File: config.mk
export PLATFORM = sky130hd
export DESIGN_NAME = sbp_top
export DESIGN_NICKNAME = d
export VERILOG_FILES = /design/src/rtl/sbp_pkg.sv /design/src/rtl/sbp_top.sv
export VERILOG_INCLUDE_DIRS = /design/src /design/src/rtl
export SDC_FILE = /design/constraint.sdc
export NUM_CORES = 1
export LEC_CHECK = 0
export BUFFER_PORTS_ARGS = -buffer_cell sky130_fd_sc_hd__buf_2
export CAP_MARGIN = 0
export CORE_MARGIN = 2
export CORE_UTILIZATION = 52
export CTS_CLUSTER_SIZE = 25
export DETAILED_ROUTE_END_ITERATION = 10
export HOLD_SLACK_MARGIN = 0.12
export PLACE_DENSITY = 0.76
export SLEW_MARGIN = 20
export SYNTH_ARGS = -nofsm -noshare
export SYNTH_HDL_FRONTEND = slang
export SYNTH_SLANG_ARGS = --single-unit
File: constraint.sdc
create_clock -name i_sys_clk -period 4 [get_ports i_sys_clk]
set_clock_uncertainty 0.2 [all_clocks]
set_input_delay 0 -clock i_sys_clk [delete_from_list [all_inputs] [get_ports i_sys_clk]]
set_output_delay 0 -clock i_sys_clk [all_outputs]
set_load 0.05 [all_outputs]
File: src/rtl/sbp_regs.svh
`ifndef SBP_REGS_SVH
`define SBP_REGS_SVH

// ********************************************************************
// Register byte offsets on the AXI4-Lite bus.
// ********************************************************************
`define SBP_OFF_D_DATA 8'h00
`define SBP_OFF_D_LATCH 8'h04
`define SBP_OFF_D_DIR 8'h08
`define SBP_OFF_E_PINS 8'h0C
`define SBP_OFF_E_LATCH 8'h10
`define SBP_OFF_E_DIR 8'h14
`define SBP_OFF_SLEW 8'h18
`define SBP_OFF_FLAG 8'h1C
`define SBP_OFF_IRQ_EN 8'h20
`define SBP_OFF_IRQ_PRIO 8'h24
`define SBP_OFF_ANA_SEL 8'h28
`define SBP_OFF_PWM_CFG 8'h2C

// ********************************************************************
// Field positions.
// ********************************************************************
`define SBP_BIT_IN_FULL 7
`define SBP_BIT_OUT_FULL 6
`define SBP_BIT_IN_OVF 5
`define SBP_BIT_MODE 4
`define SBP_BIT_IRQ 7
`define SBP_BIT_ANS_E 5

// ********************************************************************
// Reset values and bus answers.
// ********************************************************************
`define SBP_RST_D_DIR 8'hFF
`define SBP_RST_E_DIR 3'h7
`define SBP_RST_ANA_SEL 8'hFF
`define SBP_RST_SLEW 5'h1F
`define SBP_RST_STROBES 3'h7
`define SBP_RESP_OKAY 2'h0
`define SBP_RESP_SLVERR 2'h2

`endif

File: src/rtl/sbp_pkg.sv
package sbp_pkg;
	`include "sbp_regs.svh"

	// Handshake state of the external byte port.
	typedef enum logic [1:0] {SBP_IDLE = 2'b00, SBP_WRITE = 2'b01, SBP_READ = 2'b10} sbp_xfer_t;
	// Output configuration of the capture/compare/PWM unit.
	typedef enum logic [1:0] {SBP_PWM_SINGLE = 2'b00, SBP_PWM_DUAL = 2'b01,
		SBP_PWM_QUAD_FWD = 2'b10, SBP_PWM_QUAD_REV = 2'b11} sbp_pwm_out_t;
	// Register selector produced by the address decoder.
	typedef enum logic [3:0] {SBP_R_D_DATA = 4'h0, SBP_R_D_LATCH = 4'h1, SBP_R_D_DIR = 4'h2,
		SBP_R_E_PINS = 4'h3, SBP_R_E_LATCH = 4'h4, SBP_R_E_DIR = 4'h5, SBP_R_SLEW = 4'h6,
		SBP_R_FLAG = 4'h7, SBP_R_IRQ_EN = 4'h8, SBP_R_IRQ_PRIO = 4'h9, SBP_R_ANA_SEL = 4'hA,
		SBP_R_PWM_CFG = 4'hB, SBP_R_NONE = 4'hF} sbp_reg_t;

	typedef struct packed {
		logic awvalid; logic [7:0] awaddr; logic wvalid; logic [31:0] wdata; logic [3:0] wstrb;
		logic bready; logic arvalid; logic [7:0] araddr; logic rready;
	} sbp_axi_req_t;
	typedef struct packed {
		logic awready; logic wready; logic bvalid; logic [1:0] bresp;
		logic arready; logic rvalid; logic [31:0] rdata; logic [1:0] rresp;
	} sbp_axi_rsp_t;
	typedef struct packed {
		logic [7:0] d; logic [2:0] e;
	} sbp_pins_in_t;
	typedef struct packed {
		logic [7:0] d; logic [7:0] d_oe; logic [2:0] e; logic [2:0] e_oe; logic [4:0] slew;
	} sbp_pins_out_t;

	// State of the port block apart from the input FIFO.
	typedef struct packed {
		logic [2:0] sync1; logic [2:0] sync2; sbp_xfer_t xfer; logic [7:0] cap;
		logic [7:0] d_lat; logic [7:0] d_dir; logic [2:0] late; logic [2:0] tris_e;
		logic mode; logic output_buffer_full; logic input_overflow; logic irq; logic irq_en; logic irq_prio;
		logic [4:0] slew; logic [7:0] ana_sel; sbp_pwm_out_t pwm;
		logic aw_got; logic [7:0] aw_addr; logic w_got; logic [7:0] wdata; logic wstrb0;
		logic bvalid; logic [1:0] bresp; logic rvalid; logic [7:0] rdata; logic [1:0] rresp;
	} sbp_state_t;

	// Maps a byte address onto a register; anything else is unmapped.
	function automatic sbp_reg_t sbp_decode(input logic [7:0] addr);
		case (addr)
			`SBP_OFF_D_DATA: sbp_decode = SBP_R_D_DATA;
			`SBP_OFF_D_LATCH: sbp_decode = SBP_R_D_LATCH;
			`SBP_OFF_D_DIR: sbp_decode = SBP_R_D_DIR;
			`SBP_OFF_E_PINS: sbp_decode = SBP_R_E_PINS;
			`SBP_OFF_E_LATCH: sbp_decode = SBP_R_E_LATCH;
			`SBP_OFF_E_DIR: sbp_decode = SBP_R_E_DIR;
			`SBP_OFF_SLEW: sbp_decode = SBP_R_SLEW;
			`SBP_OFF_FLAG: sbp_decode = SBP_R_FLAG;
			`SBP_OFF_IRQ_EN: sbp_decode = SBP_R_IRQ_EN;
			`SBP_OFF_IRQ_PRIO: sbp_decode = SBP_R_IRQ_PRIO;
			`SBP_OFF_ANA_SEL: sbp_decode = SBP_R_ANA_SEL;
			`SBP_OFF_PWM_CFG: sbp_decode = SBP_R_PWM_CFG;
			default: sbp_decode = SBP_R_NONE;
		endcase
	endfunction : sbp_decode
endpackage : sbp_pkg

File: src/rtl/sbp_top.sv
`timescale 1ns/1ps

// ********************************************************************
// Byte FIFO between the external write strobe and software.
// ********************************************************************
module sbp_fifo #(
	parameter int W = 8,
	parameter int D = 16
) (
	// Clock, reset and freeze.
	input wire logic i_sys_clk,
	input wire logic i_rst,
	input wire logic i_clk_en,
	// Filling side.
	input wire logic i_in_valid,
	input wire logic [W-1:0] i_in_data,
	output logic o_in_ready,
	// Draining side.
	output logic o_out_valid,
	output logic [W-1:0] o_out_data,
	input wire logic i_out_ready
);
	localparam int AW = $clog2(D);

	// All FIFO state in one word: storage, pointers and fill level.
	typedef struct packed {
		logic [D-1:0][W-1:0] mem;
		logic [AW-1:0] wp;
		logic [AW-1:0] rp;
		logic [AW:0] cnt;
	} sbp_fifo_st_t;

	sbp_fifo_st_t st_ff; // Registered state.
	sbp_fifo_st_t nxt_st; // Next state.
	logic push; // Word accepted this cycle.
	logic pop; // Word drained this cycle.

	// Full and empty come straight from the fill level, so they never lie.
	assign o_in_ready = (st_ff.cnt != (AW+1)'(D));
	assign o_out_valid = (st_ff.cnt != '0);
	assign o_out_data = st_ff.mem[st_ff.rp];
	assign push = i_in_valid & o_in_ready;
	assign pop = i_out_ready & o_out_valid;

	// Pointer and level update; the pointers wrap because the depth is a power of two.
	always_comb begin
		nxt_st = st_ff;
		if (push) begin
			nxt_st.mem[st_ff.wp] = i_in_data;
			nxt_st.wp = st_ff.wp + 1'b1;
		end
		if (pop) begin
			nxt_st.rp = st_ff.rp + 1'b1;
		end
		nxt_st.cnt = st_ff.cnt + (AW+1)'(push) - (AW+1)'(pop);
	end

	// Storage is not cleared at reset; only the pointers and the fill level are reset.
	always_ff @(posedge i_sys_clk) begin
		if (i_rst) begin
			st_ff.wp <= '0;
			st_ff.rp <= '0;
			st_ff.cnt <= '0;
		end else if (i_clk_en) begin
			st_ff <= nxt_st;
		end
	end
endmodule : sbp_fifo

// How it works
// Direction register bit 4 enables slave mode.
// Slave mode blocked by dual/quad PWM output.
// External master reads/writes port D latch bytewise.
// Pins E0 read, E1 write, E2 select.
// Software sets E directions, clears analog selects.
// Write spans select and write both low.
// Write end sets flag and input full.
// Read start drives latch, clears output full.
// Software port write sets output full.
// Write during read: drive now, output full stays.
// Read end releases pins, sets flag.
// Software waits for flag, then polls.
// Analog select masks digital input to zero.
// Software read clears input full; overflow flag.
// Strobes synchronised before edge detection.
module sbp_top
	import sbp_pkg::*;
(
	// Clock, reset and freeze.
	input wire logic i_sys_clk,
	input wire logic i_rst,
	input wire logic i_clk_en,
	// AXI4-Lite register slave.
	input wire sbp_axi_req_t i_axi_req,
	output sbp_axi_rsp_t o_axi_rsp,
	// Port D and port E pins.
	input wire sbp_pins_in_t i_pins,
	output sbp_pins_out_t o_pins
);
	// ********************************************************************
	// Declarations.
	// ********************************************************************
	sbp_state_t st_ff; // Registered state of the block apart from the input FIFO.
	sbp_state_t nxt_st; // Next state.
	logic [2:0] e_in; // Port E digital inputs after analog masking.
	logic en_slave; // Slave mode really active.
	logic wr_go; // Select and write strobe both seen low.
	logic rd_go; // Select and read strobe both seen low.
	logic aw_hs; // Write address taken.
	logic w_hs; // Write data taken.
	logic ar_hs; // Read address taken.
	logic sw_wr; // Buffered register write fires.
	logic lat_wr; // Software writes the port D latch.
	sbp_reg_t wr_reg; // Register selected by the held write address.
	sbp_reg_t rd_reg; // Register selected by the read address.
	logic [7:0] rd_val; // Read data before it is registered.
	logic read_start; // Read transfer begins this cycle.
	logic write_end; // Write transfer ends this cycle.
	logic read_end; // Read transfer ends this cycle.
	logic fifo_in_ready; // Input FIFO can take a byte.
	logic fifo_valid; // Input FIFO holds a byte.
	logic [7:0] fifo_data; // Oldest received byte.
	logic fifo_pop; // Software read takes the oldest byte.

	// ********************************************************************
	// Pin decode.
	// ********************************************************************

	// A pin with its analog select set reads as zero, so leaving those bits set
	// turns every strobe into a permanent low.
	assign e_in = i_pins.e & ~st_ff.ana_sel[`SBP_BIT_ANS_E +: 3];
	// Mode bit only counts while the PWM unit drives a single output.
	assign en_slave = st_ff.mode & (st_ff.pwm == SBP_PWM_SINGLE);
	// Bit 0 is read, bit 1 write, bit 2 select, all active low.
	assign wr_go = en_slave & ~st_ff.sync2[2] & ~st_ff.sync2[1];
	assign rd_go = en_slave & ~st_ff.sync2[2] & ~st_ff.sync2[0];

	// ********************************************************************
	// Bus decode.
	// ********************************************************************
	assign wr_reg = sbp_decode(st_ff.aw_addr);
	assign rd_reg = sbp_decode(i_axi_req.araddr);
	assign aw_hs = i_axi_req.awvalid & o_axi_rsp.awready;
	assign w_hs = i_axi_req.wvalid & o_axi_rsp.wready;
	assign ar_hs = i_axi_req.arvalid & o_axi_rsp.arready;
	assign sw_wr = st_ff.aw_got & st_ff.w_got & ~st_ff.bvalid;
	assign lat_wr = sw_wr & st_ff.wstrb0 & ((wr_reg == SBP_R_D_DATA) | (wr_reg == SBP_R_D_LATCH));
	// A software read of the data register drains one received byte.
	assign fifo_pop = ar_hs & (rd_reg == SBP_R_D_DATA) & fifo_valid;

	// Ready outputs are gated by the clock enable so no beat is lost while frozen.
	assign o_axi_rsp.awready = i_clk_en & ~st_ff.aw_got & ~st_ff.bvalid;
	assign o_axi_rsp.wready = i_clk_en & ~st_ff.w_got & ~st_ff.bvalid;
	assign o_axi_rsp.arready = i_clk_en & ~st_ff.rvalid;
	assign o_axi_rsp.bvalid = st_ff.bvalid;
	assign o_axi_rsp.bresp = st_ff.bresp;
	assign o_axi_rsp.rvalid = st_ff.rvalid;
	assign o_axi_rsp.rdata = {24'h00_0000, st_ff.rdata};
	assign o_axi_rsp.rresp = st_ff.rresp;

	// ********************************************************************
	// Pin drive.
	// ********************************************************************

	// The latch always sits on the pins, so a write during a read shows at once.
	assign o_pins.d = st_ff.d_lat;
	// In slave mode port D drives only inside a read transfer.
	assign o_pins.d_oe = en_slave ? {8{st_ff.xfer == SBP_READ}} : ~st_ff.d_dir;
	assign o_pins.e = st_ff.late;
	assign o_pins.e_oe = en_slave ? 3'h0 : ~st_ff.tris_e;
	assign o_pins.slew = st_ff.slew;

	// Received bytes queue here; a full queue is what raises overflow.
	sbp_fifo #(
		.W(8),
		.D(16)
	) u_in_fifo (
		.i_sys_clk(i_sys_clk),
		.i_rst(i_rst),
		.i_clk_en(i_clk_en),
		.i_in_valid(write_end),
		.i_in_data(st_ff.cap),
		.o_in_ready(fifo_in_ready),
		.o_out_valid(fifo_valid),
		.o_out_data(fifo_data),
		.i_out_ready(fifo_pop)
	);

	// ********************************************************************
	// Read multiplexer.
	// ********************************************************************

	// Status bits input full and output full are read only.
	always_comb begin
		case (rd_reg)
			SBP_R_D_DATA: rd_val = fifo_valid ? fifo_data : i_pins.d;
			SBP_R_D_LATCH: rd_val = st_ff.d_lat;
			SBP_R_D_DIR: rd_val = st_ff.d_dir;
			SBP_R_E_PINS: rd_val = {5'h00, e_in};
			SBP_R_E_LATCH: rd_val = {5'h00, st_ff.late};
			SBP_R_E_DIR: rd_val = {fifo_valid, st_ff.output_buffer_full, st_ff.input_overflow, st_ff.mode, 1'b0, st_ff.tris_e};
			SBP_R_SLEW: rd_val = {3'h0, st_ff.slew};
			SBP_R_FLAG: rd_val = {st_ff.irq, 7'h00};
			SBP_R_IRQ_EN: rd_val = {st_ff.irq_en, 7'h00};
			SBP_R_IRQ_PRIO: rd_val = {st_ff.irq_prio, 7'h00};
			SBP_R_ANA_SEL: rd_val = st_ff.ana_sel;
			SBP_R_PWM_CFG: rd_val = {6'h00, st_ff.pwm};
			default: rd_val = 8'h00;
		endcase
	end

	// ********************************************************************
	// Next state.
	// ********************************************************************

	// Software effects are applied first and hardware events last, so an event
	// landing in the cycle of a clear always wins.
	always_comb begin
		nxt_st = st_ff;
		read_start = 1'b0;
		write_end = 1'b0;
		read_end = 1'b0;
		// Two flops per strobe; nothing but the second flop looks at the first.
		nxt_st.sync1 = e_in;
		nxt_st.sync2 = st_ff.sync1;
		// Transfer tracking; a write wins if both strobes fall together.
		case (st_ff.xfer)
			SBP_IDLE: begin
				if (wr_go) begin
					nxt_st.xfer = SBP_WRITE;
					nxt_st.cap = i_pins.d;
				end else if (rd_go) begin
					nxt_st.xfer = SBP_READ;
					read_start = 1'b1;
				end
			end
			SBP_WRITE: begin
				// The byte kept is the last one seen while the strobes were low.
				if (wr_go) begin
					nxt_st.cap = i_pins.d;
				end else begin
					nxt_st.xfer = SBP_IDLE;
					write_end = 1'b1;
				end
			end
			SBP_READ: begin
				if (!rd_go) begin
					nxt_st.xfer = SBP_IDLE;
					read_end = 1'b1;
				end
			end
			default: begin
				nxt_st.xfer = SBP_IDLE;
			end
		endcase
		// Write address and data may arrive in either order.
		if (aw_hs) begin
			nxt_st.aw_got = 1'b1;
			nxt_st.aw_addr = i_axi_req.awaddr;
		end
		if (w_hs) begin
			nxt_st.w_got = 1'b1;
			nxt_st.wdata = i_axi_req.wdata[7:0];
			nxt_st.wstrb0 = i_axi_req.wstrb[0];
		end
		if (st_ff.bvalid && i_axi_req.bready) begin
			nxt_st.bvalid = 1'b0;
		end
		// Register write once both halves are held; lane 0 carries all data.
		if (sw_wr) begin
			nxt_st.aw_got = 1'b0;
			nxt_st.w_got = 1'b0;
			nxt_st.bvalid = 1'b1;
			nxt_st.bresp = (wr_reg == SBP_R_NONE) ? `SBP_RESP_SLVERR : `SBP_RESP_OKAY;
			if (st_ff.wstrb0) begin
				case (wr_reg)
					SBP_R_D_DATA, SBP_R_D_LATCH: nxt_st.d_lat = st_ff.wdata;
					SBP_R_D_DIR: nxt_st.d_dir = st_ff.wdata;
					SBP_R_E_PINS, SBP_R_E_LATCH: nxt_st.late = st_ff.wdata[2:0];
					SBP_R_E_DIR: begin
						nxt_st.mode = st_ff.wdata[`SBP_BIT_MODE];
						nxt_st.tris_e = st_ff.wdata[2:0];
						if (!st_ff.wdata[`SBP_BIT_IN_OVF]) begin
							nxt_st.input_overflow = 1'b0;
						end
					end
					SBP_R_SLEW: nxt_st.slew = st_ff.wdata[4:0];
					SBP_R_FLAG: begin
						if (!st_ff.wdata[`SBP_BIT_IRQ]) begin
							nxt_st.irq = 1'b0;
						end
					end
					SBP_R_IRQ_EN: nxt_st.irq_en = st_ff.wdata[`SBP_BIT_IRQ];
					SBP_R_IRQ_PRIO: nxt_st.irq_prio = st_ff.wdata[`SBP_BIT_IRQ];
					SBP_R_ANA_SEL: nxt_st.ana_sel = st_ff.wdata;
					SBP_R_PWM_CFG: nxt_st.pwm = sbp_pwm_out_t'(st_ff.wdata[1:0]);
					default: begin
					end
				endcase
			end
		end
		// Output full marks a byte waiting, but never inside a read.
		if (lat_wr && (st_ff.xfer != SBP_READ) && !read_start) begin
			nxt_st.output_buffer_full = 1'b1;
		end
		if (read_start) begin
			nxt_st.output_buffer_full = 1'b0;
		end
		// Either transfer ending raises the port flag.
		if (write_end || read_end) begin
			nxt_st.irq = 1'b1;
		end
		// A byte with nowhere to go is dropped and flagged.
		if (write_end && !fifo_in_ready) begin
			nxt_st.input_overflow = 1'b1;
		end
		// Register read answer.
		if (st_ff.rvalid && i_axi_req.rready) begin
			nxt_st.rvalid = 1'b0;
		end
		if (ar_hs) begin
			nxt_st.rvalid = 1'b1;
			nxt_st.rdata = rd_val;
			nxt_st.rresp = (rd_reg == SBP_R_NONE) ? `SBP_RESP_SLVERR : `SBP_RESP_OKAY;
		end
	end

	// ********************************************************************
	// State register.
	// ********************************************************************

	// Synchronous reset to constants; the clock enable freezes everything else.
	always_ff @(posedge i_sys_clk) begin
		if (i_rst) begin
			st_ff <= '0;
			st_ff.sync1 <= `SBP_RST_STROBES;
			st_ff.sync2 <= `SBP_RST_STROBES;
			st_ff.d_dir <= `SBP_RST_D_DIR;
			st_ff.tris_e <= `SBP_RST_E_DIR;
			st_ff.ana_sel <= `SBP_RST_ANA_SEL;
			st_ff.slew <= `SBP_RST_SLEW;
		end else if (i_clk_en) begin
			st_ff <= nxt_st;
		end
	end
endmodule : sbp_top

; Yosys cells after proc, flatten, opt, wreduce, memory -nomap -nowiden
; Cells that the tools add are included.
[word_totals]
output_inout_bits = 68
in_bits = 71
regBits = 233
word_cells = 243
[op_classes]
eq_ne = 55
n_bitwise = 33
magnitude_cmp = 3
n_reduce_logical = 55
add_sub_neg = 4
n_mux = 47
[ops]
columns = cell, count
row1 = $bwmux W128, 1
row2 = $pmux W4 S12, 2
row3 = $pmux W8 S12, 1
row4 = $eq A8 B5 Y1 const B, 8
row5 = $eq A8 B6 Y1 const B, 8
row6 = $eq A4 B4 Y1 const B, 10
row7 = $mux W8, 5
row8 = $reduce_and A4 Y1, 10
row9 = $bmux W8 S4, 1
row10 = $demux W8 S4, 1
row11 = $eq A4 B3 Y1 const B, 8
row12 = $eq A8 B4 Y1 const B, 4
row13 = $reduce_and A2 Y1, 11
row14 = $reduce_bool A2 Y1, 11
row15 = $and A1 B1 Y1, 20
row16 = $mux W1, 20
row17 = $mux W20, 1
row18 = $mux W19, 1
row19 = $eq A4 B2 Y1 const B, 4
row20 = $eq A8 B3 Y1 const B, 2
row21 = $logic_not A8 Y1, 2
row22 = $mux W2, 7
row23 = $mux W11, 1
row24 = $lt A4 B5 Y1 const B, 2
row25 = other kinds (30), 56

; Logic depth before layout (Yosys ltp)
; Gate-level depths: netlist of the first run.
[depth]
depth_word = 11
mapped_depth = 20
depth_no_buf = 19

; By module
; A second synthesis of the first run with hierarchy kept.
[hier_totals]
hier_cells = 904
hier_area_um2 = 10644.0
[modules_own_cells]
columns = module, instances, seq_area_each_um2, cells_each, area_per_inst_um2
row1 = sbp_fifo, 1, 4103.9, 345, 5889.4
row2 = sbp_top, 1, 1801.7, 559, 4754.6

; Worst setup path before layout of the first run
; OpenSTA, ideal clock, no wires.
[synth_path]
kind = input -> register
from = input port i_axi_req[2] in the netlist's numbering
to = register u_in_fifo.st_ff[4] in the netlist's numbering
path_stages = 20
path_buffers = 1
setup_time_ns = 0.128
required_ns = 3.672
arrival_time_ns = 3.369
path_slack_ns = 0.303
cell_sequence = or4_4 > buf_6 > nor2_1 > and2_1 > inv_1 > ha_1 > a21oi_1 > a21oi_1 > nor3_2 > ha_1 > inv_1 > ha_1 > inv_1 > fa_1 > nand2b_1 > a21oi_1 > nor3_1 > o21ai_0 > xor2_1 > nor2_1
[synth_via]
elab_chain_cells = 7
word_cells_on_any_way = 18
classes_between = 1 x add/sub / 11 x eq/ne / 1 x mux / 3 x bitwise / 2 x reduce/logical
[synth_lines]
columns = element, line
row1 = from (decl), sbp_top.sv:94  ; input wire sbp_axi_req_t i_axi_req,
row2 = $eq A8 B6 Y1 (tied with other cells), sbp_pkg.sv:42  ; case (addr)
row3 = $pmux W4 S12 *, sbp_pkg.sv:42
row4 = $logic_not A4 Y1 *, sbp_top.sv:149  ; assign fifo_pop = ar_hs & (rd_reg == SBP_R_D_DATA) & fifo_valid;
row5 = $and A1 B1 Y1 * (2 in series), sbp_top.sv:149
row6 = $and A1 B1 Y1 *, sbp_top.sv:43  ; assign pop = i_out_ready & o_out_valid;
row7 = $sub A5 B1 Y5 *, sbp_top.sv:55  ; nxt_st.cnt = st_ff.cnt + (AW+1)'(push) - (AW+1)'(pop);
row8 = to (signal assigned), sbp_top.sv:65  ; st_ff <= nxt_st;
row9 = to (decl), sbp_top.sv:33  ; sbp_fifo_st_t st_ff;
; Every way passes the cells marked *; elsewhere a longest branch is shown, timed or not.
; A chain may end at the register's enable or synchronous reset.

; Final worst setup path of the first run
[layout_path]
from = input port i_axi_req[8] in the netlist's numbering
to = register st_ff (netlist bit o_axi_rsp[4])
[layout_via]
elab_chain_cells = 4
word_cells_on_any_way = 26
classes_between = 22 x eq/ne / 2 x mux / 2 x reduce/logical
[layout_lines]
columns = element, line
row1 = $eq A8 B6 Y1 (tied with other cells), sbp_pkg.sv:42
row2 = $pmux W4 S12 *, sbp_pkg.sv:42
row3 = $eq A4 B4 Y1 (tied with other cells), sbp_top.sv:195  ; case (rd_reg)
row4 = $pmux W8 S12 *, sbp_top.sv:195
row5 = to (signal assigned), sbp_top.sv:343  ; st_ff <= nxt_st;
row6 = to (decl), sbp_top.sv:103  ; sbp_state_t st_ff;
; Marked as above.

==> flow_results.xml, run 1 <==
<?xml version="1.0" encoding="UTF-8"?>
<metrics>
  <group name="clocking">
    <metric name="tritoncts" unit="">done</metric>
    <metric name="worst_setup_hold_path_clk_slew" unit="ns">0.06</metric>
    <metric name="cts_made_buffers" unit="">23</metric>
    <metric name="clkSinkCount" unit="">231</metric>
    <metric name="clk_latency" unit="ns">0.51</metric>
    <metric name="clk_root_buffer_cell" unit="">sky130_fd_sc_hd__clkbuf_16</metric>
    <metric name="clock_path_buffers" unit="">3</metric>
    <metric name="clock_tree.htree_level_count" unit="">1</metric>
    <metric name="cts_post_setup_buffers_inserted" unit="">0</metric>
  </group>
  <group name="timing">
    <metric name="setup_repair_after_global_routing_missed_its_margin" unit="">true</metric>
    <metric name="whs" unit="ns">0.0980</metric>
    <metric name="maxSlewHeadroom" unit="">0.401</metric>
    <metric name="maxSlewViolCount" unit="">0</metric>
    <metric name="finalHoldViolCount" unit="">0</metric>
    <metric name="min_period" unit="ns">3.83</metric>
    <metric name="period_share" unit="">0.957</metric>
    <metric name="setup-violations-final" unit="">0</metric>
    <metric name="timing_worst_slew_pin_value" unit="ns">0.894</metric>
    <metric name="fmax" unit="MHz">261</metric>
  </group>
  <group name="floorplan">
    <metric name="ioPinCount" unit="">139</metric>
    <metric name="floorplan.rows" unit="">51</metric>
    <metric name="core_area" unit="sq um">19500</metric>
    <metric name="die_y" unit="um">145</metric>
    <metric name="floorplan.die_area" unit="sq um">21100</metric>
    <metric name="initial_utilization" unit="">0.530</metric>
    <metric name="fp.dieW" unit="um">145</metric>
  </group>
  <group name="synth">
    <metric name="synth_edf_count" unit="">128</metric>
    <metric name="synth_top_cells_by_area" unit="">sky130_fd_sc_hd__edfxtp_1 (37%), sky130_fd_sc_hd__dfxtp_1 (20%), sky130_fd_sc_hd__mux4_2 (7.6%)</metric>
    <metric name="post_synth_inst_count" unit="">849</metric>
    <metric name="synth-seq-cells" unit="">231</metric>
    <metric name="synth.cell_area" unit="sq um">10400</metric>
    <metric name="synth-async-reset-ratio" unit="">0</metric>
    <metric name="synth_top_area_frac" unit="">0.371</metric>
    <metric name="yosysWarningCount" unit="">0</metric>
    <metric name="main_flop_type_after_synthesis" unit="">sky130_fd_sc_hd__edfxtp_1</metric>
    <metric name="syn_area_per_cell" unit="sq um">12.2</metric>
    <metric name="synth.yosys.seq_area_share" unit="">0.570</metric>
    <metric name="synth.largest_area_cell" unit="">sky130_fd_sc_hd__edfxtp_1</metric>
    <metric name="synthDistinctLibCells" unit="">71</metric>
  </group>
  <group name="place">
    <metric name="dp_hpwl" unit="um">16200</metric>
    <metric name="placedInstanceArea" unit="sq um">10800</metric>
    <metric name="port_buffers" unit="">85</metric>
    <metric name="place.gp.congestion" unit="">0.888</metric>
  </group>
  <group name="global_route">
    <metric name="number_of_antenna_violations_at_the_first_check_in_global_routing" unit="">3</metric>
    <metric name="gr-usage-all-layers" unit="">0.254</metric>
    <metric name="grt_util_met1" unit="">0.334</metric>
    <metric name="met2_usage" unit="">0.418</metric>
    <metric name="grt_util_met3" unit="">0.0374</metric>
    <metric name="pin_count_of_the_biggest_net_entering_global_routing" unit="">80</metric>
    <metric name="first_global_vias" unit="">7449</metric>
    <metric name="grt_pass1_wl" unit="um">42100</metric>
    <metric name="globalRoute.totalOverflow" unit="">0</metric>
    <metric name="global_route.peak_usage_layer" unit="">met2</metric>
  </group>
  <group name="setup_path">
    <metric name="cp_data_required_time" unit="ns">4.26</metric>
    <metric name="cpMaxStageDelayCell" unit="">sky130_fd_sc_hd__dlygate4sd3_1</metric>
    <metric name="crit_path_max_incr_delay" unit="ns">0.63</metric>
    <metric name="setup.worst_path.start_class" unit="">primary input</metric>
    <metric name="critPathMostFrequentCell" unit="">sky130_fd_sc_hd__dlygate4sd3_1</metric>
    <metric name="timing.critical_path.fanout_max" unit="">7</metric>
    <metric name="critical_path_arrival" unit="ns">4.09</metric>
    <metric name="timing.critical_path.cells" unit="">dlygate4sd3_1 -&gt; buf_2 -&gt; or4_4 -&gt; buf_4 -&gt; or4b_4 -&gt; dlygate4sd3_1 -&gt; a21oi_4 -&gt; dlygate4sd3_1 -&gt; nand2_1 -&gt; a31oi_1 -&gt; dlygate4sd3_1</metric>
    <metric name="critical_path_class" unit="">primary input to flip-flop</metric>
    <metric name="cp-end-kind" unit="">flip-flop</metric>
  </group>
  <group name="job">
    <metric name="cap_viol_max_count" unit="">0</metric>
  </group>
  <group name="finish">
    <metric name="finish.net_count" unit="">1114</metric>
    <metric name="final_area" unit="sq um">12700</metric>
    <metric name="most-common-layout-cells" unit="">sky130_fd_sc_hd__edfxtp_1 (128), sky130_fd_sc_hd__dlygate4sd3_1 (117), sky130_fd_sc_hd__dfxtp_1 (102), sky130_fd_sc_hd__buf_2 (84), sky130_fd_sc_hd__nor2_1 (77)</metric>
    <metric name="area_growth_syn_to_layout" unit="%">22.4</metric>
    <metric name="drive_above_1_share" unit="">0.190</metric>
    <metric name="finalCoreUtilization" unit="">0.649</metric>
    <metric name="layout.cells.most_common" unit="">sky130_fd_sc_hd__edfxtp_1</metric>
  </group>
  <group name="power_and_ir_drop">
    <metric name="share_clk_of_total_power" unit="">0.399</metric>
    <metric name="power.net_switching" unit="W">0.00113</metric>
    <metric name="p_leak" unit="nW">4.39</metric>
    <metric name="relative_contribution_of_combinational_cells_to_total_power" unit="">0.078</metric>
    <metric name="switching_share" unit="">0.233</metric>
    <metric name="power" unit="W">0.00484</metric>
    <metric name="largest_voltage_drop_on_the_vdd_net" unit="uV">205</metric>
    <metric name="cellInternalPower" unit="W">0.00371</metric>
    <metric name="power.density_cell_area" unit="nW/um^2">382</metric>
    <metric name="register_share_of_total_power" unit="">0.523</metric>
  </group>
  <group name="run_status">
    <metric name="status" unit="">finished, final reports clean</metric>
  </group>
  <group name="routing">
    <metric name="drcViolationCount" unit="">0</metric>
    <metric name="vias" unit="">7726</metric>
    <metric name="routed_wl" unit="um">27200</metric>
    <metric name="detailedRoute.firstPassIterationCount" unit="">5</metric>
    <metric name="routedWlPerCell" unit="um">20.8</metric>
    <metric name="routed_via_density" unit="">5.89</metric>
    <metric name="dr.first_iter.drc_count" unit="">791</metric>
    <metric name="postRouteAntennaNets" unit="">0</metric>
  </group>
  <group name="worst_hold_path">
    <metric name="hold_path_class" unit="">primary input to flip-flop</metric>
  </group>
</metrics>
## flip-flops by register name, summed over array words and instances, names as in the netlist
| register | flops |
|---|---|
| nxt_st | 3 |
| u_in_fifo.st_ff | 141 |
| st_ff | 59 |
| o_axi_rsp | 12 |
| o_pins | 16 |
## routing by layer
metal	up-vias	wire, um
met4	0	1310
met3	109	2010
met2	414	13100
met1	3792	10800
met5	-	0
li1	3411	-
## synth_stat cells (7+ instances only)
cell	instances
sky130_fd_sc_hd__buf_4	55
sky130_fd_sc_hd__nor2_1	77
sky130_fd_sc_hd__nand3_1	15
sky130_fd_sc_hd__ha_1	14
sky130_fd_sc_hd__a22o_1	9
sky130_fd_sc_hd__mux2i_1	29
sky130_fd_sc_hd__nor2b_1	31
sky130_fd_sc_hd__a22oi_1	9
sky130_fd_sc_hd__edfxtp_1	128
sky130_fd_sc_hd__o21ai_0	20
sky130_fd_sc_hd__dfxtp_1	103
sky130_fd_sc_hd__and2_1	10
sky130_fd_sc_hd__nand2b_1	7
sky130_fd_sc_hd__nand2_1	66
sky130_fd_sc_hd__buf_2	10
sky130_fd_sc_hd__a211oi_1	8
sky130_fd_sc_hd__a211o_1	29
sky130_fd_sc_hd__clkbuf_1	25
sky130_fd_sc_hd__a21oi_1	48
sky130_fd_sc_hd__nor3_1	13
sky130_fd_sc_hd__inv_1	18
sky130_fd_sc_hd__mux4_2	35
## final cells by class
type	instances	area (sq um)
diodes	3	7.51
flip-flops and latches	231	5910
inverters	19	71.3
well taps	265	332
clock inverters	13	58.8
clock buffers	27	601
fillers	1374	6860
multi-input cells	528	3910
repair buffers	225	1780
## critical path: cells and delay by family
family / cells / cell delay, ns
simple gates: 3 / 1.02
buf+inv: 6 / 2.66
compound gates: 2 / 0.42
## power by group through the flow
stage	registers, W	logic, W	clock network [W]
finish	0.00253	0.000379	0.00193
global route	0.00253	0.000403	0.00204
CTS	0.00253	0.000359	0.00195
detailed placement	0.00258	0.000285	0
global placement	0.00258	0.000282	0
floorplan	0.00257	0.000231	0
## worst paths after layout
path | startpoint | endpoint | slack (ns) | depth (start not counted)
max | i_axi_req[8] | o_axi_rsp[4] | 0.17 | 11
min | i_axi_req[1] | o_axi_rsp[5] | 0.1 | 6
max reg2reg | u_in_fifo.st_ff[5] | o_axi_rsp[2] | 0.80 | 6
min reg2reg | nxt_st[87] | st_ff[87] | 0.27 | 1
## metrics by stage
step | cells | setup TNS [ns] | worst slack [ns]
final | 1311 | 0 | 0.171
after global routing | 1311 | -0.0595 | -0.0595
after CTS | 1308 | 0 | 0.0476
after detailed placement | 1151 | 0 | 0.0516
after global placement | 1151 | 0 | 0.246
after floorplan | 874 | 0 | 0.303
## cell families after synthesis
logic type | Yosys count | share of synthesized area
AND/OR/NAND/NOR | 254 | 0.125
flip-flops | 231 | 0.570
AO/OA/AOI/OAI | 157 | 0.107
buffers and inverters | 115 | 0.0636
multiplexers | 66 | 0.106
adder cells (fa/ha/maj) | 16 | 0.0198
XOR/XNOR | 9 | 0.00761
other | 1 | 0.000362
## timing repair
item,in CTS,in global routing
hold buffers,117,0
endpoints found under the setup margin,0,2
resized for setup,0,5
hold endpoints to repair,76,0
(Power assumes the default switching activity.)
==> run 2: changes to the inputs <==
- CORE_UTILIZATION: 52 -> 45
- HOLD_SLACK_MARGIN: 0.12 -> 0.1
- PLACE_DENSITY: 0.76 -> 0.67
==> run 2 against run 1 <==
Clock power is 17% higher. Hold slack improved by 0.026 ns. Critical path type unchanged. Global-route usage decreased by 3.4 points. Final area grew 1.1%. Sequential power is essentially flat. Maximum frequency up 0.70%. Setup slack better by 0.027 ns. Utilization down 8.3 points. Largest cell class unchanged. Die area increased by 15%. Sequential share of layout area shrank 0.52 points. Cell count increased by 1.4%.
==> flow_results.xml, run 2 (same netlist as run 1, synthesis figures left out) <==
<?xml version="1.0" encoding="UTF-8"?>
<metrics>
  <group name="power_and_ir_drop">
    <metric name="cellInternalPower" unit="W">0.00399</metric>
    <metric name="register_share_of_total_power" unit="">0.489</metric>
    <metric name="p_leak" unit="nW">4.45</metric>
    <metric name="relative_contribution_of_combinational_cells_to_total_power" unit="">0.073</metric>
    <metric name="power" unit="W">0.00517</metric>
    <metric name="largest_voltage_drop_on_the_vdd_net" unit="uV">318</metric>
    <metric name="switching_share" unit="">0.227</metric>
    <metric name="power.density_cell_area" unit="nW/um^2">403</metric>
    <metric name="power.net_switching" unit="W">0.00117</metric>
    <metric name="share_clk_of_total_power" unit="">0.438</metric>
  </group>
  <group name="clocking">
    <metric name="tritoncts" unit="">done</metric>
    <metric name="clock_tree.htree_level_count" unit="">1</metric>
    <metric name="clkSinkCount" unit="">231</metric>
    <metric name="cts_post_setup_buffers_inserted" unit="">0</metric>
    <metric name="clk_latency" unit="ns">0.53</metric>
    <metric name="clk_root_buffer_cell" unit="">sky130_fd_sc_hd__clkbuf_16</metric>
    <metric name="cts_made_buffers" unit="">24</metric>
    <metric name="clock_path_buffers" unit="">3</metric>
    <metric name="worst_setup_hold_path_clk_slew" unit="ns">0.06</metric>
  </group>
  <group name="timing">
    <metric name="period_share" unit="">0.951</metric>
    <metric name="setup-violations-final" unit="">0</metric>
    <metric name="setup_repair_after_global_routing_missed_its_margin" unit="">true</metric>
    <metric name="min_period" unit="ns">3.80</metric>
    <metric name="maxSlewHeadroom" unit="">0.320</metric>
    <metric name="maxSlewViolCount" unit="">0</metric>
    <metric name="final_setup_slack_of_the_worst_path" unit="ns">0.198</metric>
    <metric name="finalHoldViolCount" unit="">0</metric>
    <metric name="timing_worst_slew_pin_value" unit="ns">1.02</metric>
    <metric name="fmax" unit="MHz">263</metric>
  </group>
  <group name="finish">
    <metric name="area_taken_by_multi_input_logic_gates" unit="sq um">3900</metric>
    <metric name="antenna-diode-count" unit="">0</metric>
    <metric name="largest-register" unit="">u_in_fifo.st_ff</metric>
    <metric name="regArea" unit="sq um">5910</metric>
    <metric name="area_growth_syn_to_layout" unit="%">23.7</metric>
    <metric name="drive_above_1_share" unit="">0.191</metric>
    <metric name="finalCoreUtilization" unit="">0.566</metric>
    <metric name="largest_register_ffs" unit="">141</metric>
    <metric name="most-common-layout-cells" unit="">sky130_fd_sc_hd__edfxtp_1 (128), sky130_fd_sc_hd__dlygate4sd3_1 (117), sky130_fd_sc_hd__dfxtp_1 (102), sky130_fd_sc_hd__buf_2 (84), sky130_fd_sc_hd__nor2_1 (77)</metric>
    <metric name="final_area" unit="sq um">12800</metric>
    <metric name="finish.net_count" unit="">1112</metric>
    <metric name="layout.cells.most_common" unit="">sky130_fd_sc_hd__edfxtp_1</metric>
    <metric name="fillCellCount" unit="">1795</metric>
  </group>
  <group name="routing">
    <metric name="routed_via_density" unit="">5.67</metric>
    <metric name="postRouteAntennaNets" unit="">0</metric>
    <metric name="routed_wl" unit="um">26600</metric>
    <metric name="dr.first_iter.drc_count" unit="">655</metric>
    <metric name="detailedRoute.firstPassIterationCount" unit="">5</metric>
    <metric name="vias" unit="">7542</metric>
    <metric name="routedWlPerCell" unit="um">20.0</metric>
    <metric name="drcViolationCount" unit="">0</metric>
  </group>
  <group name="global_route">
    <metric name="first_global_vias" unit="">7470</metric>
    <metric name="pin_count_of_the_biggest_net_entering_global_routing" unit="">85</metric>
    <metric name="globalRoute.totalOverflow" unit="">0</metric>
    <metric name="number_of_antenna_violations_at_the_first_check_in_global_routing" unit="">0</metric>
    <metric name="grt_pass1_wl" unit="um">41600</metric>
    <metric name="gr-usage-all-layers" unit="">0.221</metric>
  </group>
  <group name="run_status">
    <metric name="status" unit="">finished, final reports clean</metric>
  </group>
  <group name="setup_path">
    <metric name="critical_path_arrival" unit="ns">4.06</metric>
    <metric name="critical_path_class" unit="">primary input to flip-flop</metric>
    <metric name="cp-end-kind" unit="">flip-flop</metric>
    <metric name="cp_data_required_time" unit="ns">4.26</metric>
    <metric name="timing.critical_path.fanout_max" unit="">7</metric>
    <metric name="setup.worst_path.start_class" unit="">primary input</metric>
  </group>
  <group name="job">
    <metric name="cap_viol_max_count" unit="">0</metric>
  </group>
  <group name="floorplan">
    <metric name="ioPinCount" unit="">139</metric>
    <metric name="floorplan.die_area" unit="sq um">24200</metric>
    <metric name="initial_utilization" unit="">0.457</metric>
    <metric name="die_y" unit="um">156</metric>
    <metric name="floorplan.rows" unit="">55</metric>
    <metric name="fp.dieW" unit="um">156</metric>
    <metric name="core_area" unit="sq um">22600</metric>
  </group>
  <group name="place">
    <metric name="place.gp.congestion" unit="">0.874</metric>
    <metric name="dp_slack" unit="ns">0.204</metric>
    <metric name="dp_hpwl" unit="um">16500</metric>
    <metric name="placedInstanceArea" unit="sq um">10800</metric>
    <metric name="port_buffers" unit="">85</metric>
  </group>
  <group name="worst_hold_path">
    <metric name="hold_path_class" unit="">primary input to flip-flop</metric>
  </group>
</metrics>
-- run 2: cell count changes in the layout (fill, tap and decap cells not counted), sizes merged --
cell / change
diode: -3
clkbuf: +9
clkinv: -7
clkinvlp: -1
buf: -3
inv: +1
bufinv: +2
-- run 2: power by group through the flow --
stage	clock, W	sequential (W)	combinational, W
floorplan	0	0.00257	0.000231
global placement	0	0.00258	0.000288
detailed placement	0	0.00258	0.000290
CTS	0.00230	0.00253	0.000364
global route	0.00238	0.00253	0.000403
finish	0.00226	0.00253	0.000376
-- run 2: layout make-up --
type | count | share of cell area
clock buffer | 36 | 0.0543
multi-input combinational | 528 | 0.304
clock inverter | 8 | 0.00937
timing repair buffer | 222 | 0.137
tap | 285 | 0.0278
sequential | 231 | 0.461
inverter | 19 | 0.00557
-- run 2: through the flow --
step	hold WS, ns	instances	setup TNS, ns
floorplan	-0.0640	874	0
global placement	0.0421	1168	0
detailed placement	0.0473	1168	0
CTS	0.103	1329	0
global route	0.155	1329	-0.0223
finish	0.124	1329	0
-- run 2: timing repair --
action | in CTS | in global routing
setup endpoints to repair | 0 | 1
hold buffers | 117 | 0
gates resized for setup | 0 | 2
endpoints found under the hold margin | 75 | 0
-- run 2: per-layer routing --
metal  up-vias  GRT usage  part of all wire
li1       3417          -                 -
met5         -          0                 0
met2       343      0.356              0.47
met1      3719      0.304              0.43
met4         0     0.0817             0.031
met3        63     0.0356             0.067
-- run 2: final timing paths --
kind	start	end	slack, ns	cells after the start
max	i_axi_req[8]	o_axi_rsp[4]	0.20	11
min	i_pins[9]	st_ff[82]	0.12	4
max reg2reg	u_in_fifo.st_ff[3]	u_in_fifo.st_ff[4]	0.88	15
min reg2reg	nxt_st[86]	st_ff[86]	0.26	1
-- run 2: critical path, stage by stage --
cell and delay, ns:
sky130_fd_sc_hd__dlygate4sd3_1 0.53, sky130_fd_sc_hd__buf_2 0.14, sky130_fd_sc_hd__or4_4 0.49, sky130_fd_sc_hd__buf_4 0.18, sky130_fd_sc_hd__or4b_4 0.47, sky130_fd_sc_hd__dlygate4sd3_1 0.61
sky130_fd_sc_hd__a21oi_4 0.25, sky130_fd_sc_hd__dlygate4sd3_1 0.60, sky130_fd_sc_hd__nand2_1 0.06, sky130_fd_sc_hd__a31oi_1 0.17, sky130_fd_sc_hd__dlygate4sd3_1 0.57
==> run 3: changes to the inputs <==
- PLACE_DENSITY: 0.67 -> default
- SKIP_CTS_REPAIR_TIMING: default -> 1
- SLEW_MARGIN: 20 -> 5
- clock period: 4 -> 4.5 ns (I/O delays scaled with it)
==> run 3 against run 2 <==
Routed wire length decreased by 3.1%. Final area fell by 2.2%. Setup slack gained 0.16 ns. Non-clock buffer count fell by 23. Hold slack worse by 0.040 ns. Sequential share of layout area is 1.1 points higher. Via count decreased by 4.4%. Global-route usage fell by 2.2 points. Sequential power shrank 11%. Combinational power down 15%. Register-to-register slack better by 0.19 ns. Largest cell class unchanged. Highest routed layer unchanged.
==> flow_results.xml, run 3 (same netlist as run 1, synthesis figures left out) <==
<?xml version="1.0" encoding="UTF-8"?>
<metrics>
  <group name="finish">
    <metric name="largest_register_ffs" unit="">141</metric>
    <metric name="regArea" unit="sq um">5910</metric>
    <metric name="largest-register" unit="">u_in_fifo.st_ff</metric>
    <metric name="final_area" unit="sq um">12500</metric>
    <metric name="area_growth_syn_to_layout" unit="%">21.0</metric>
    <metric name="antenna-diode-count" unit="">0</metric>
    <metric name="fillCellCount" unit="">1834</metric>
    <metric name="most-common-layout-cells" unit="">sky130_fd_sc_hd__edfxtp_1 (128), sky130_fd_sc_hd__dfxtp_1 (102), sky130_fd_sc_hd__dlygate4sd3_1 (97), sky130_fd_sc_hd__buf_2 (84), sky130_fd_sc_hd__nor2_1 (77)</metric>
    <metric name="drive_above_1_share" unit="">0.191</metric>
    <metric name="area_taken_by_multi_input_logic_gates" unit="sq um">3890</metric>
    <metric name="layout.cells.most_common" unit="">sky130_fd_sc_hd__edfxtp_1</metric>
    <metric name="stdcell_count" unit="">1305</metric>
    <metric name="finish.net_count" unit="">1089</metric>
  </group>
  <group name="setup_path">
    <metric name="setup.worst_path.start_class" unit="">primary input</metric>
    <metric name="critical_path_arrival" unit="ns">4.31</metric>
    <metric name="timing.critical_path.cells" unit="">dlygate4sd3_1 -&gt; buf_2 -&gt; or4_4 -&gt; nor2_1 -&gt; and2_1 -&gt; inv_1 -&gt; ha_1 -&gt; a21oi_1 -&gt; a21oi_1 -&gt; nor3_2 -&gt; ha_1 -&gt; inv_1 -&gt; ha_1 -&gt; inv_1 -&gt; fa_1 -&gt; nand2b_1 -&gt; a21oi_1 -&gt; nor3_1 -&gt; o21ai_0 -&gt; xor2_1 -&gt; nor2_1</metric>
    <metric name="critical_path_class" unit="">primary input to flip-flop</metric>
    <metric name="reg2reg_setup_slack" unit="ns">1.07</metric>
    <metric name="crit_path_max_incr_delay" unit="ns">0.57</metric>
    <metric name="timing.critical_path.max_delay_family" unit="">simple AND/OR/NAND/NOR gates</metric>
    <metric name="cp-end-kind" unit="">flip-flop</metric>
    <metric name="timing.critical_path.fanout_max" unit="">7</metric>
    <metric name="cp_data_required_time" unit="ns">4.66</metric>
    <metric name="cpMaxStageDelayCell" unit="">sky130_fd_sc_hd__or4_4</metric>
    <metric name="timing.critical_path.buf_inv" unit="">5</metric>
  </group>
  <group name="clocking">
    <metric name="clock_tree.htree_level_count" unit="">1</metric>
    <metric name="tritoncts" unit="">done</metric>
    <metric name="clock_path_buffers" unit="">3</metric>
    <metric name="cts_made_buffers" unit="">24</metric>
    <metric name="clkSinkCount" unit="">231</metric>
    <metric name="clk_root_buffer_cell" unit="">sky130_fd_sc_hd__clkbuf_16</metric>
    <metric name="clk_latency" unit="ns">0.52</metric>
    <metric name="worst_setup_hold_path_clk_slew" unit="ns">0.06</metric>
  </group>
  <group name="power_and_ir_drop">
    <metric name="power.density_cell_area" unit="nW/um^2">357</metric>
    <metric name="largest_voltage_drop_on_the_vdd_net" unit="uV">212</metric>
    <metric name="p_leak" unit="nW">4.30</metric>
  </group>
  <group name="job">
    <metric name="cap_viol_max_count" unit="">0</metric>
  </group>
  <group name="global_route">
    <metric name="number_of_antenna_violations_at_the_first_check_in_global_routing" unit="">0</metric>
    <metric name="pin_count_of_the_biggest_net_entering_global_routing" unit="">82</metric>
    <metric name="globalRoute.totalOverflow" unit="">0</metric>
    <metric name="grt_pass1_wl" unit="um">37000</metric>
    <metric name="gr-usage-all-layers" unit="">0.199</metric>
    <metric name="first_global_vias" unit="">6330</metric>
  </group>
  <group name="timing">
    <metric name="maxSlewViolCount" unit="">0</metric>
    <metric name="final_setup_slack_of_the_worst_path" unit="ns">0.359</metric>
    <metric name="setup_repair_after_global_routing_missed_its_margin" unit="">false</metric>
    <metric name="setup-violations-final" unit="">0</metric>
    <metric name="min_period" unit="ns">4.14</metric>
    <metric name="fmax" unit="MHz">241</metric>
    <metric name="final.setup.tns" unit="ns">0</metric>
    <metric name="finalHoldViolCount" unit="">0</metric>
    <metric name="period_share" unit="">0.920</metric>
    <metric name="maxSlewHeadroom" unit="">0.380</metric>
    <metric name="timing_worst_slew_pin_value" unit="ns">0.927</metric>
  </group>
  <group name="place">
    <metric name="dp_hpwl" unit="um">16700</metric>
    <metric name="port_buffers" unit="">85</metric>
    <metric name="placedInstanceArea" unit="sq um">10800</metric>
    <metric name="place_inst" unit="">1165</metric>
    <metric name="place.gp.congestion" unit="">0.848</metric>
    <metric name="dp_slack" unit="ns">0.374</metric>
  </group>
  <group name="routing">
    <metric name="detailedRoute.firstPassIterationCount" unit="">7</metric>
    <metric name="drcViolationCount" unit="">0</metric>
    <metric name="dr.first_iter.drc_count" unit="">720</metric>
    <metric name="routedWlPerCell" unit="um">19.7</metric>
    <metric name="vias" unit="">7210</metric>
    <metric name="routed_wl" unit="um">25700</metric>
    <metric name="routed_via_density" unit="">5.52</metric>
    <metric name="postRouteAntennaNets" unit="">0</metric>
  </group>
  <group name="run_status">
    <metric name="status" unit="">finished, final reports clean</metric>
  </group>
  <group name="floorplan">
    <metric name="core_area" unit="sq um">22600</metric>
    <metric name="die_y" unit="um">156</metric>
    <metric name="floorplan.die_area" unit="sq um">24200</metric>
    <metric name="ioPinCount" unit="">139</metric>
    <metric name="floorplan.rows" unit="">55</metric>
    <metric name="initial_utilization" unit="">0.457</metric>
    <metric name="fp.dieW" unit="um">156</metric>
  </group>
  <group name="worst_hold_path">
    <metric name="hold_path_class" unit="">primary input to flip-flop</metric>
  </group>
</metrics>
==> run 3: changes by cell type in the layout (fill, tap and decap cells not counted), sizes merged <==
cell	previous run	this run
buf	105	102
clkinv	6	9
clkbuf	36	31
inv	19	18
dlygate4sd3	117	97
bufinv	2	1
clkinvlp	0	3
==> run 3: through the flow <==
stage / hold WS, ns / power, W / util
3_5_place_dp: 0.0451 / 0.00255 / 0.477
6_report: 0.0845 / 0.00447 / 0.553
3_3_place_gp: 0.0407 / 0.00255 / 0.477
4_1_cts: -0.495 / 0.00445 / 0.510
2_1_floorplan: -0.0640 / 0.00249 / -
5_1_grt: 0.117 / 0.00461 / 0.553
==> run 3: worst reg2reg max path, cell delays in order, from the launching register on <==
cell and delay, ns:
sky130_fd_sc_hd__dfxtp_1 0.38, sky130_fd_sc_hd__inv_1 0.08, sky130_fd_sc_hd__ha_1 0.22, sky130_fd_sc_hd__nor4b_2 0.17, sky130_fd_sc_hd__buf_4 0.19, sky130_fd_sc_hd__nor3_2 0.26, sky130_fd_sc_hd__ha_1 0.29, sky130_fd_sc_hd__inv_1 0.06
sky130_fd_sc_hd__ha_1 0.17, sky130_fd_sc_hd__inv_1 0.06, sky130_fd_sc_hd__fa_1 0.41, sky130_fd_sc_hd__nand2b_1 0.16, sky130_fd_sc_hd__a21oi_1 0.18, sky130_fd_sc_hd__nor3_1 0.06, sky130_fd_sc_hd__o21ai_0 0.19, sky130_fd_sc_hd__xor2_1 0.16
sky130_fd_sc_hd__nor2_1 0.05
==> run 3: power by group <==
group	leakage (nW)	switching (W)	internal (W)
Clock	0.363	0.000823	0.00108
Combinational	2.09	0.000195	0.000123
Sequential	1.85	0.0000247	0.00222
==> run 3: layout make-up <==
cell class / instances / share of cell area
Sequential cell: 231 / 0.472
Multi-Input combinational cell: 528 / 0.311
Timing Repair Buffer: 199 / 0.123
Clock buffer: 31 / 0.0516
Tap cell: 285 / 0.0285
Clock inverter: 12 / 0.00909
Inverter: 19 / 0.00569
==> run 3: worst paths after layout <==
kind,start,to,cells after the start
worst max-delay path,i_axi_req[1],u_in_fifo.st_ff[4],21
worst min-delay path,i_pins[7],st_ff[80],4
worst max register to register,u_in_fifo.st_ff[3],u_in_fifo.st_ff[4],16
worst min register to register,nxt_st[88],st_ff[88],1
==> run 3: metal layers <==
layer / wire length, um / global-route usage / share of wire / up-vias
met1: 11800 / 0.300 / 0.46 / 3552
li1: - / - / - / 3364
met2: 11900 / 0.311 / 0.46 / 259
met5: 0 / 0 / 0 / -
met3: 1570 / 0.0247 / 0.061 / 35
met4: 438 / 0.0446 / 0.017 / 0
